`config.mk`:
```
export PLATFORM = sky130hd
export DESIGN_NAME = opm_top
export DESIGN_NICKNAME = d
export VERILOG_FILES = /design/src/hw/opm_pkg.sv /design/src/hw/opm_sync2.sv /design/src/hw/opm_top.sv
export SDC_FILE = /design/constraint.sdc
export NUM_CORES = 1
export LEC_CHECK = 0
export BUFFER_PORTS_ARGS = -buffer_cell sky130_fd_sc_hd__buf_2
export CAP_MARGIN = 20
export CORE_ASPECT_RATIO = 1.25
export CORE_UTILIZATION = 45
export CTS_BUF_LIST = sky130_fd_sc_hd__clkbuf_16
export CTS_CLUSTER_DIAMETER = 120
export DETAILED_ROUTE_END_ITERATION = 16
export PLACE_DENSITY = 0.74
export SYNTH_ARGS = -nofsm -noshare
export SYNTH_HDL_FRONTEND = slang
export SYNTH_SLANG_ARGS = --single-unit
```
`constraint.sdc`:
```
create_clock -name aclk -period 1.9 [get_ports aclk]
set_input_delay 0.285 -clock aclk [delete_from_list [all_inputs] [get_ports aclk]]
set_output_delay 0.285 -clock aclk [all_outputs]
set_load 0.03 [all_outputs]
```
`src/hw/opm_pkg.sv`:
```
// constants and register map of the option port read mux
package opm_pkg;
   // ==========================================================
   // register byte offsets on the axi4-lite slave
   localparam logic [7:0] OPM_DIR_OFS = 8'h04;
   localparam logic [7:0] OPM_DATA_OFS = 8'h10;
   localparam logic [7:0] OPM_OPT_OFS = 8'h20;
   localparam logic [7:0] OPM_WAKE_OFS = 8'h24;
   localparam logic [7:0] OPM_WSTAT_OFS = 8'h28;
   // ==========================================================
   // widths and reset values
   localparam int OPM_PW = 4;
   localparam logic [3:0] OPM_DIR_RST = 4'h0;
   localparam logic [3:0] OPM_DATA_RST = 4'h0;
   localparam logic [3:0] OPM_ZERO4 = 4'h0;
   // ==========================================================
   // option field positions in the option readback word
   localparam int OPM_OPT_OPAMP = 0;
   localparam int OPM_OPT_CMP1 = 1;
   localparam int OPM_OPT_CMP2 = 2;
   localparam int OPM_OPT_BIT1_READ_ZERO_OPTION = 3;
   localparam int OPM_OPT_BIT3_READ_ZERO_OPTION = 4;
   localparam int OPM_OPT_DAC = 5;
   localparam int OPM_OPT_MODE = 8;
   // wake word lanes: a, b, d, e
   localparam int OPM_WK_A = 0;
   localparam int OPM_WK_B = 4;
   localparam int OPM_WK_D = 8;
   localparam int OPM_WK_E = 12;
   localparam int OPM_WK_PWM = 16;
   // axi responses
   localparam logic [1:0] OPM_RESP_OKAY = 2'h0;
   localparam logic [1:0] OPM_RESP_SLVERR = 2'h2;
   // ==========================================================
   // port structure selected by options
   typedef enum logic [4:0] {
      OPM_IO = 5'h01,
      OPM_OPAMP = 5'h02,
      OPM_CMP = 5'h04,
      OPM_CMPOP = 5'h08,
      OPM_BAD = 5'h10
   } opm_mode_t;
endpackage

```
`src/hw/opm_sync2.sv`:
```
// two flip-flop synchroniser for a bus of pin levels
`timescale 1ns/100ps
module opm_sync2 #(
   parameter int W = 4
) (
   input wire logic aclk,
   input wire logic aresetn,
   input wire logic [W-1:0] d,
   output logic [W-1:0] q
);
   logic [W-1:0] meta;
   // ==========================================================
   // first stage read only by the second
   always_ff @(posedge aclk) begin
      if (!aresetn) begin
         meta <= '0;
         q <= '0;
      end else begin
         meta <= d;
         q <= meta;
      end
   end
endmodule

```
`src/hw/opm_top.sv`:
```
// option port read mux with axi4-lite register access
// What this block does
// - op-amp option routes port pins to the amplifier instead of plain io
// - both comparator options without op-amp give two comparators on assigned pins
// - each comparator enabled alone by its own option; comparator two only without op-amp
// - comparator one on with bit1 read-zero set: bit 1 reads 0
// - comparator one on with bit1 read-zero clear: bit 1 reads pin
// - bit3 read-zero acts on bit 3 with comparator two likewise
// - comparator one on: bit 0 reads comparator one output
// - comparator two on: bit 2 reads comparator two output
// - all options clear: ordinary io port behaviour on every bit
// - op-amp plus comparator one, with comparator two clear, selects comparator-plus-op-amp mode
// - comparator-plus-op-amp mode: bits 2 and 3 read 0
// - comparator-plus-op-amp: bit 1 pin or 0, bit 0 comparator one
// - per-bit wake enables for ports a, b, d, e gate halt wake
// - audio dac selected: no pwm wake function
// - direction bit 1 output, 0 input; resets to all inputs
`timescale 1ns/100ps
module opm_top
   import opm_pkg::*;
(
   input wire logic aclk,
   input wire logic aresetn,
   // axi4-lite slave
   input wire logic [7:0] s_axi_awaddr,
   input wire logic s_axi_awvalid,
   output logic s_axi_awready,
   input wire logic [31:0] s_axi_wdata,
   input wire logic [3:0] s_axi_wstrb,
   input wire logic s_axi_wvalid,
   output logic s_axi_wready,
   output logic [1:0] s_axi_bresp,
   output logic s_axi_bvalid,
   input wire logic s_axi_bready,
   input wire logic [7:0] s_axi_araddr,
   input wire logic s_axi_arvalid,
   output logic s_axi_arready,
   output logic [31:0] s_axi_rdata,
   output logic [1:0] s_axi_rresp,
   output logic s_axi_rvalid,
   input wire logic s_axi_rready,
   // factory options, static straps
   input wire logic opamp_option,
   input wire logic comparator_one_enable_option,
   input wire logic comparator_two_enable_option,
   input wire logic bit1_read_zero_option,
   input wire logic bit3_read_zero_option,
   input wire logic audio_dac_select,
   input wire logic [3:0] port_a_wake_enable,
   input wire logic [3:0] port_b_wake_enable,
   input wire logic [3:0] port_d_wake_enable,
   input wire logic [3:0] port_e_wake_enable,
   // pins and analog front end
   input wire logic [3:0] combined_port_pin_in,
   output logic [3:0] combined_port_pin_out,
   output logic [3:0] combined_port_pin_oe,
   input wire logic comparator_one_out,
   input wire logic comparator_two_out,
   output logic opamp_enable,
   output logic comparator_one_enable,
   output logic comparator_two_enable,
   // wake sources and request
   input wire logic [3:0] port_a_pin,
   input wire logic [3:0] port_b_pin,
   input wire logic [3:0] port_d_pin,
   input wire logic [3:0] port_e_pin,
   input wire logic pwm_wake_event,
   input wire logic halted,
   output logic wake_request
);
   // ==========================================================
   // declarations
   logic captured;
   logic op_o, c1_o, c2_o, bit1_read_zero_option_o, bit3_read_zero_option_o, dac_o;
   logic [15:0] wake_en;
   opm_mode_t mode;
   logic [3:0] combined_port_direction;
   logic [3:0] combined_port_data;
   logic [3:0] port_read;
   logic [3:0] pin_s;
   logic [1:0] cmp_s;
   logic [15:0] wk_pins, wk_prev;
   logic [15:0] wake_seen;
   logic pwm_s, pwm_prev, pwm_seen;
   logic aw_held, w_held;
   logic [7:0] aw_addr;
   logic [31:0] w_data;
   logic [3:0] w_strb;
   logic [31:0] next_rdata;
   logic next_rerr;
   logic do_write;
   // ==========================================================
   // pin synchronisers
   opm_sync2 #(.W(4)) u_pin_sync (
      .aclk(aclk), .aresetn(aresetn), .d(combined_port_pin_in), .q(pin_s));
   opm_sync2 #(.W(2)) u_cmp_sync (
      .aclk(aclk), .aresetn(aresetn),
      .d({comparator_two_out, comparator_one_out}), .q(cmp_s));
   opm_sync2 #(.W(16)) u_wake_sync (
      .aclk(aclk), .aresetn(aresetn),
      .d({port_e_pin, port_d_pin, port_b_pin, port_a_pin}), .q(wk_pins));
   opm_sync2 #(.W(1)) u_pwm_sync (
      .aclk(aclk), .aresetn(aresetn), .d(pwm_wake_event), .q(pwm_s));
   // ==========================================================
   // option capture once after reset release
   // latch options once
   always_ff @(posedge aclk) begin
      if (!aresetn) begin
         captured <= 1'b0;
         op_o <= 1'b0;
         c1_o <= 1'b0;
         c2_o <= 1'b0;
         bit1_read_zero_option_o <= 1'b0;
         bit3_read_zero_option_o <= 1'b0;
         dac_o <= 1'b0;
         wake_en <= '0;
      end else if (!captured) begin
         captured <= 1'b1;
         op_o <= opamp_option;
         c1_o <= comparator_one_enable_option;
         c2_o <= comparator_two_enable_option;
         bit1_read_zero_option_o <= bit1_read_zero_option;
         bit3_read_zero_option_o <= bit3_read_zero_option;
         dac_o <= audio_dac_select;
         wake_en <= {port_e_wake_enable, port_d_wake_enable,
                     port_b_wake_enable, port_a_wake_enable};
      end
   end
   // ==========================================================
   // mode decode
   // op-amp and comparator one
   always_comb begin
      if (op_o && c1_o && !c2_o) mode = OPM_CMPOP;
      else if (op_o && (c1_o || c2_o)) mode = OPM_BAD;
      else if (op_o) mode = OPM_OPAMP;
      else if (c1_o || c2_o) mode = OPM_CMP;
      else mode = OPM_IO;
   end
   // ==========================================================
   // data read selection
   always_comb begin
      port_read = combined_port_data;
      for (int i = 0; i < OPM_PW; i++) begin
         if (!combined_port_direction[i]) port_read[i] = pin_s[i];
      end
      case (mode)
         OPM_IO, OPM_OPAMP: begin
         end
         OPM_CMP: begin
            if (c1_o) begin
               port_read[0] = cmp_s[0];
               port_read[1] = bit1_read_zero_option_o ? 1'b0 : pin_s[1];
            end
            if (c2_o) begin
               port_read[2] = cmp_s[1];
               port_read[3] = bit3_read_zero_option_o ? 1'b0 : pin_s[3];
            end
         end
         OPM_CMPOP: begin
            port_read[0] = cmp_s[0];
            port_read[1] = bit1_read_zero_option_o ? 1'b0 : pin_s[1];
            port_read[3:2] = 2'b00;
         end
         default: begin
            port_read = OPM_ZERO4;
         end
      endcase
   end
   // ==========================================================
   // analog enables and pin drive
   // route pins to analog blocks
   always_ff @(posedge aclk) begin
      if (!aresetn) begin
         opamp_enable <= 1'b0;
         comparator_one_enable <= 1'b0;
         comparator_two_enable <= 1'b0;
         combined_port_pin_out <= OPM_ZERO4;
         combined_port_pin_oe <= OPM_ZERO4;
      end else begin
         opamp_enable <= op_o && (mode != OPM_BAD);
         comparator_one_enable <= c1_o && (mode != OPM_BAD);
         comparator_two_enable <= c2_o && (mode == OPM_CMP);
         combined_port_pin_out <= combined_port_data;
         combined_port_pin_oe <= (mode == OPM_IO) ? combined_port_direction : OPM_ZERO4;
      end
   end
   // ==========================================================
   // wake detection: rising edges on enabled bits set sticky status; the wake request fires only while halted
   always_ff @(posedge aclk) begin
      if (!aresetn) begin
         wk_prev <= '0;
         pwm_prev <= 1'b0;
         wake_seen <= '0;
         pwm_seen <= 1'b0;
         wake_request <= 1'b0;
      end else begin
         wk_prev <= wk_pins;
         pwm_prev <= pwm_s;
         // enabled bits only; set beats clear
         wake_seen <= (wake_seen & ~((do_write && aw_addr == OPM_WSTAT_OFS)
                       ? w_data[15:0] : 16'h0000)) | (wk_pins & ~wk_prev & wake_en);
         pwm_seen <= (pwm_seen & ~(do_write && aw_addr == OPM_WSTAT_OFS
                      && w_data[OPM_WK_PWM])) | (pwm_s & ~pwm_prev & ~dac_o);
         wake_request <= halted && (|(wk_pins & ~wk_prev & wake_en)
                         || (pwm_s && !pwm_prev && !dac_o));
      end
   end
   // ==========================================================
   // axi4-lite write path
   assign do_write = aw_held && w_held && !s_axi_bvalid;
   always_ff @(posedge aclk) begin
      if (!aresetn) begin
         aw_held <= 1'b0;
         w_held <= 1'b0;
         aw_addr <= '0;
         w_data <= '0;
         w_strb <= '0;
         s_axi_bvalid <= 1'b0;
         s_axi_bresp <= OPM_RESP_OKAY;
         s_axi_awready <= 1'b0;
         s_axi_wready <= 1'b0;
      end else begin
         // ready flops follow the held and response state
         s_axi_awready <= !aw_held && !s_axi_bvalid;
         s_axi_wready <= !w_held && !s_axi_bvalid;
         if (s_axi_awvalid && s_axi_awready) begin
            aw_held <= 1'b1;
            aw_addr <= s_axi_awaddr;
            s_axi_awready <= 1'b0;
         end
         if (s_axi_wvalid && s_axi_wready) begin
            w_held <= 1'b1;
            w_data <= s_axi_wdata;
            w_strb <= s_axi_wstrb;
            s_axi_wready <= 1'b0;
         end
         if (do_write) begin
            aw_held <= 1'b0;
            w_held <= 1'b0;
            s_axi_bvalid <= 1'b1;
            s_axi_bresp <= (aw_addr == OPM_DIR_OFS || aw_addr == OPM_DATA_OFS
                            || aw_addr == OPM_WSTAT_OFS) ? OPM_RESP_OKAY : OPM_RESP_SLVERR;
         end else if (s_axi_bvalid && s_axi_bready) begin
            s_axi_bvalid <= 1'b0;
            s_axi_awready <= 1'b1;
            s_axi_wready <= 1'b1;
         end
      end
   end
   // port registers
   // direction reset to inputs
   always_ff @(posedge aclk) begin
      if (!aresetn) begin
         combined_port_direction <= OPM_DIR_RST;
         combined_port_data <= OPM_DATA_RST;
      end else if (do_write && w_strb[0]) begin
         if (aw_addr == OPM_DIR_OFS) combined_port_direction <= w_data[3:0];
         if (aw_addr == OPM_DATA_OFS) combined_port_data <= w_data[3:0];
      end
   end
   // ==========================================================
   // axi4-lite read path
   always_comb begin
      next_rdata = '0;
      next_rerr = 1'b0;
      case (s_axi_araddr)
         OPM_DIR_OFS: next_rdata[3:0] = combined_port_direction;
         OPM_DATA_OFS: next_rdata[3:0] = port_read;
         OPM_OPT_OFS: next_rdata = {19'h0, mode, 2'h0, dac_o, bit3_read_zero_option_o, bit1_read_zero_option_o,
                                    c2_o, c1_o, op_o};
         OPM_WAKE_OFS: next_rdata[15:0] = wake_en;
         OPM_WSTAT_OFS: next_rdata = {15'h0, pwm_seen, wake_seen};
         default: next_rerr = 1'b1;
      endcase
   end
   always_ff @(posedge aclk) begin
      if (!aresetn) begin
         s_axi_rvalid <= 1'b0;
         s_axi_rdata <= '0;
         s_axi_rresp <= OPM_RESP_OKAY;
         s_axi_arready <= 1'b0;
      end else if (s_axi_arvalid && s_axi_arready) begin
         s_axi_rvalid <= 1'b1;
         s_axi_rdata <= next_rdata;
         s_axi_rresp <= next_rerr ? OPM_RESP_SLVERR : OPM_RESP_OKAY;
         s_axi_arready <= 1'b0;
      end else if (s_axi_rvalid && s_axi_rready) begin
         s_axi_rvalid <= 1'b0;
         s_axi_arready <= 1'b1;
      end else begin
         s_axi_arready <= !s_axi_rvalid;
      end
   end
   // ==========================================================
   // checks
   // upper bits zero
   AST_CMPOP_UPPER: assert property (@(posedge aclk) disable iff (!aresetn)
      (mode == OPM_CMPOP) |-> port_read[3:2] == 2'b00)
      else $error("upper bits not zero in comparator op mode");
   AST_BIT1_READ_ZERO_OPTION: assert property (@(posedge aclk) disable iff (!aresetn)
      (c1_o && bit1_read_zero_option_o && mode != OPM_BAD) |-> !port_read[1])
      else $error("bit 1 not zero");
   AST_CMP1_BIT0: assert property (@(posedge aclk) disable iff (!aresetn)
      (c1_o && mode != OPM_BAD) |-> port_read[0] == cmp_s[0])
      else $error("bit 0 not comparator one");
   AST_CMP2_BIT2: assert property (@(posedge aclk) disable iff (!aresetn)
      (mode == OPM_CMP && c2_o) |-> port_read[2] == cmp_s[1])
      else $error("bit 2 not comparator two");
   AST_OPT_STABLE: assert property (@(posedge aclk) disable iff (!aresetn)
      captured |=> $stable(op_o) && $stable(c1_o) && $stable(wake_en))
      else $error("option changed after capture");
   AST_OE_NON_IO: assert property (@(posedge aclk) disable iff (!aresetn)
      (mode != OPM_IO) |=> combined_port_pin_oe == OPM_ZERO4)
      else $error("pin driven outside io mode");
endmodule

```
==> reports/qor.yml <==
wl_mm: 13.43
reg2reg_depth: 6
initial_core_util_pct: 46.59
path_class: "reg -> reg"
grt_pass1_vias: 4374
fin_crit_sh_pct: 92.08
min_to: "u_cmp_sync.meta[0]"
whs_ns: 0.06535
avgViaCountPerCell: 4.810
core_area_um2: 13930
dieArea_um2: 14910
reg2reg_slack_ns: 0.15
yosys-top-cells-area: "dfxtp_1 (54%), and2_1 (7.7%), mux2i_1 (6.6%)"
worstPathCellList: "or4_4 > nor4_4 > buf_12 > nand2_1 > a21oi_1 > nor2b_1"
io_pins: 158
fin_total_pwr_mw: 7.627
synth_top_area_cell: "dfxtp_1"
crit_buf_inv: 1
syn_inst: 667
insertion_delay_ns: 0.42
regToRegStartpoint: "aw_addr[0]"
clock-sinks: 175
yosys_warnings: 0
numCtsBuffers: 17
drtIter0Drc: 203
postCtsSetupRepairBufs: 0
hold_violations: 0
drv_slew: 0
cp-end-kind: "flop"
cts_root_buffer: "clkbuf_16"
antenna_found_initial: 1
gr-usage-all-layers_pct: 18.93
cts_resized: 0
ant_nets: 0
layout.nets: 887
critPathArrivalTime_ns: 2.06
critPathSlowestCell: "or4_4"
status: "finished clean"
critPathRequiredTime_ns: 2.21
skew_ns: 0.009516
r2r_end: "pwm_seen"
rsz0062_at_grt: "false"
synth_cell_types: 47
slew_headroom_pct: 54.81
cts_tree: "built"
clock.fmax_ghz: 0.5716
critPathMaxStageDelay_ns: 0.57
drive_gt1_share_pct: 21.26
hp-start: "comparator_one_out"
worstSetupStartpointType: "flop"
finalSetupViolations: 0
power.density_nw_per_um2: 981.6
worstMarginPinSlew_ns: 0.6764
die_y_um: 136.3
finalCriticalPeriod_ns: 1.750
dr.pass1.iters: 5
whs_path_depth: 2
grt_max_degree: 95
ys_ff_latch: 175
finalWeightedCongestion: 0.8011
drv_cap: 0
htreeDepth: 4
io_buffers: 122
rows: 48
drc: 0
synth_flop_cell: "dfxtp_1"
synth_area_per_cell_um2: 9.732
path_clk_slew_ns: 0.06
grt_pass1_wl_mm: 21.60
synth_top_area_share_pct: 53.97
ctsHoldBuffers: 0
vias: 4666
wl_per_cell_um: 13.84
finalSetupTns_ns: 0
hpwl_mm: 9.692
gr-total-overflow: 0
synth_edf_count: 0
power_leakage_nw: 3.309
area_growth_pct: 19.70
hp-class: "in -> reg"
ir_drop_v: 0.0006122
syn_area_um2: 6491
seq_area_frac_synth_pct: 53.97
path_max_fanout: 17
dieWidth_um: 109.4
antennaDiodeCount: 0
synthArstFlopShare_pct: 0
cpLargestDelayFamily: "simple AND/OR/NAND/NOR gates"
cts_max_path_buffers: 2
-- cell usage after synthesis, types with 2 or more instances --
master / instances
a21boi_0: 27
a21boi_1: 17
a21o_1: 3
a21oi_1: 16
a22o_1: 2
a22oi_1: 5
and2_1: 80
and3_1: 3
and3b_1: 2
buf_4: 17
clkbuf_1: 33
dfxtp_1: 175
mux2i_1: 43
nand2_1: 114
nand2b_1: 3
nand3b_1: 20
nand4_1: 4
nor2_1: 13
nor2b_1: 34
nor4_1: 2
nor4b_1: 2
o21ai_0: 4
o21ai_1: 18
o22ai_1: 5
o31ai_1: 2
or3b_1: 2
-- cell families after synthesis --
kind of cell	synth area share, %
buffers and inverters	4.240
AOI/OAI and AO/OA	10.45
other	0.05777
DFF	53.97
and+or+nand+nor	24.48
muxes	6.804
-- worst max path at each step --
stage / startpoint / endpoint / slack (ns) / cells after the start
2_1_floorplan: aw_addr[0] / wake_seen[13] / 0.23 / 6
3_3_place_gp: aw_addr[0] / combined_port_data[2] / 0.20 / 5
3_5_place_dp: aw_addr[0] / combined_port_data[0] / 0.16 / 5
4_1_cts: aw_addr[0] / combined_port_data[0] / 0.15 / 5
5_1_grt: aw_addr[0] / combined_port_data[0] / 0.07 / 5
6_report: aw_addr[0] / pwm_seen / 0.15 / 6
-- cell type report --
class,instances,area (um^2)
repair buffers,133,720.7
well taps,175,219.0
flip-flops and latches,175,3503
clock inverters,15,125.1
clock buffers,17,425.4
inverters,1,3.754
multi-input cells,454,2773
fillers,1302,6163
-- placed cells by master, fill, tap and decap left out, types with 3 or more instances in the layout --
cell type,Yosys,routed
dfxtp_1,175,175
buf_2,1,121
nand2_1,114,114
and2_1,80,80
mux2i_1,43,43
nor2b_1,34,34
a21boi_0,27,27
nand3b_1,20,20
o21ai_1,18,18
a21boi_1,17,17
conb_1,1,17
clkbuf_16,0,17
a21oi_1,16,16
nor2_1,13,13
buf_4,17,10
a22oi_1,5,5
o22ai_1,5,5
clkinvlp_4,0,5
o21ai_0,4,4
nand4_1,4,4
clkinv_4,0,4
nand2b_1,3,3
a21o_1,3,3
and3_1,3,3
clkinv_2,0,3
-- registers in the layout, indices dropped and copies added, names as in the netlist, 2 cells and up --
register                 flops
wk_prev                     16
u_wake_sync.q               16
combined_port_pin_oe         4
s_axi_rdata                 17
combined_port_data           4
u_cmp_sync.meta              2
wake_seen                   16
aw_addr                      8
u_wake_sync.meta            16
u_pin_sync.meta              4
u_pin_sync.q                 4
combined_port_pin_out        4
u_cmp_sync.q                 2
w_data                      17
wake_en                     16
combined_port_direction      4
-- report_power, final --
group	total (mW)	internal, mW	switching [mW]
clock network	3.19	1.79	1.40
logic	0.540	0.239	0.301
registers	3.90	3.81	0.0893
total	7.63	5.83	1.79
-- metrics by stage --
stage                     utilization [%]  cells  setup WS, ns  instance area [um^2]
after CTS                           55.77    970        0.1452                  7770
after global placement              51.81    938        0.1978                  7219
after global routing                55.77    970       0.06807                  7770
after floorplan                         -    683        0.2263                  6551
final                               55.77    970        0.1504                  7770
after detailed placement            51.81    938        0.1646                  7219
-- worst register-to-register path, stage by stage (launching register included) --
cell,delay (ns)
dfxtp_1,0.32
or4_4,0.57
nor4_4,0.29
buf_12,0.19
nand2_1,0.07
a21oi_1,0.14
nor2b_1,0.06
-- metal layers --
layer / track usage (%) / vias to the layer above / share of wire, %
li1: - / 2423 / -
met1: 24.89 / 2128 / 47
met2: 29.59 / 104 / 47
met3: 5.034 / 11 / 5.3
met4: 7.111 / 0 / 0.96
met5: 0 / - / 0
Power figures use the tool's default switching activity.
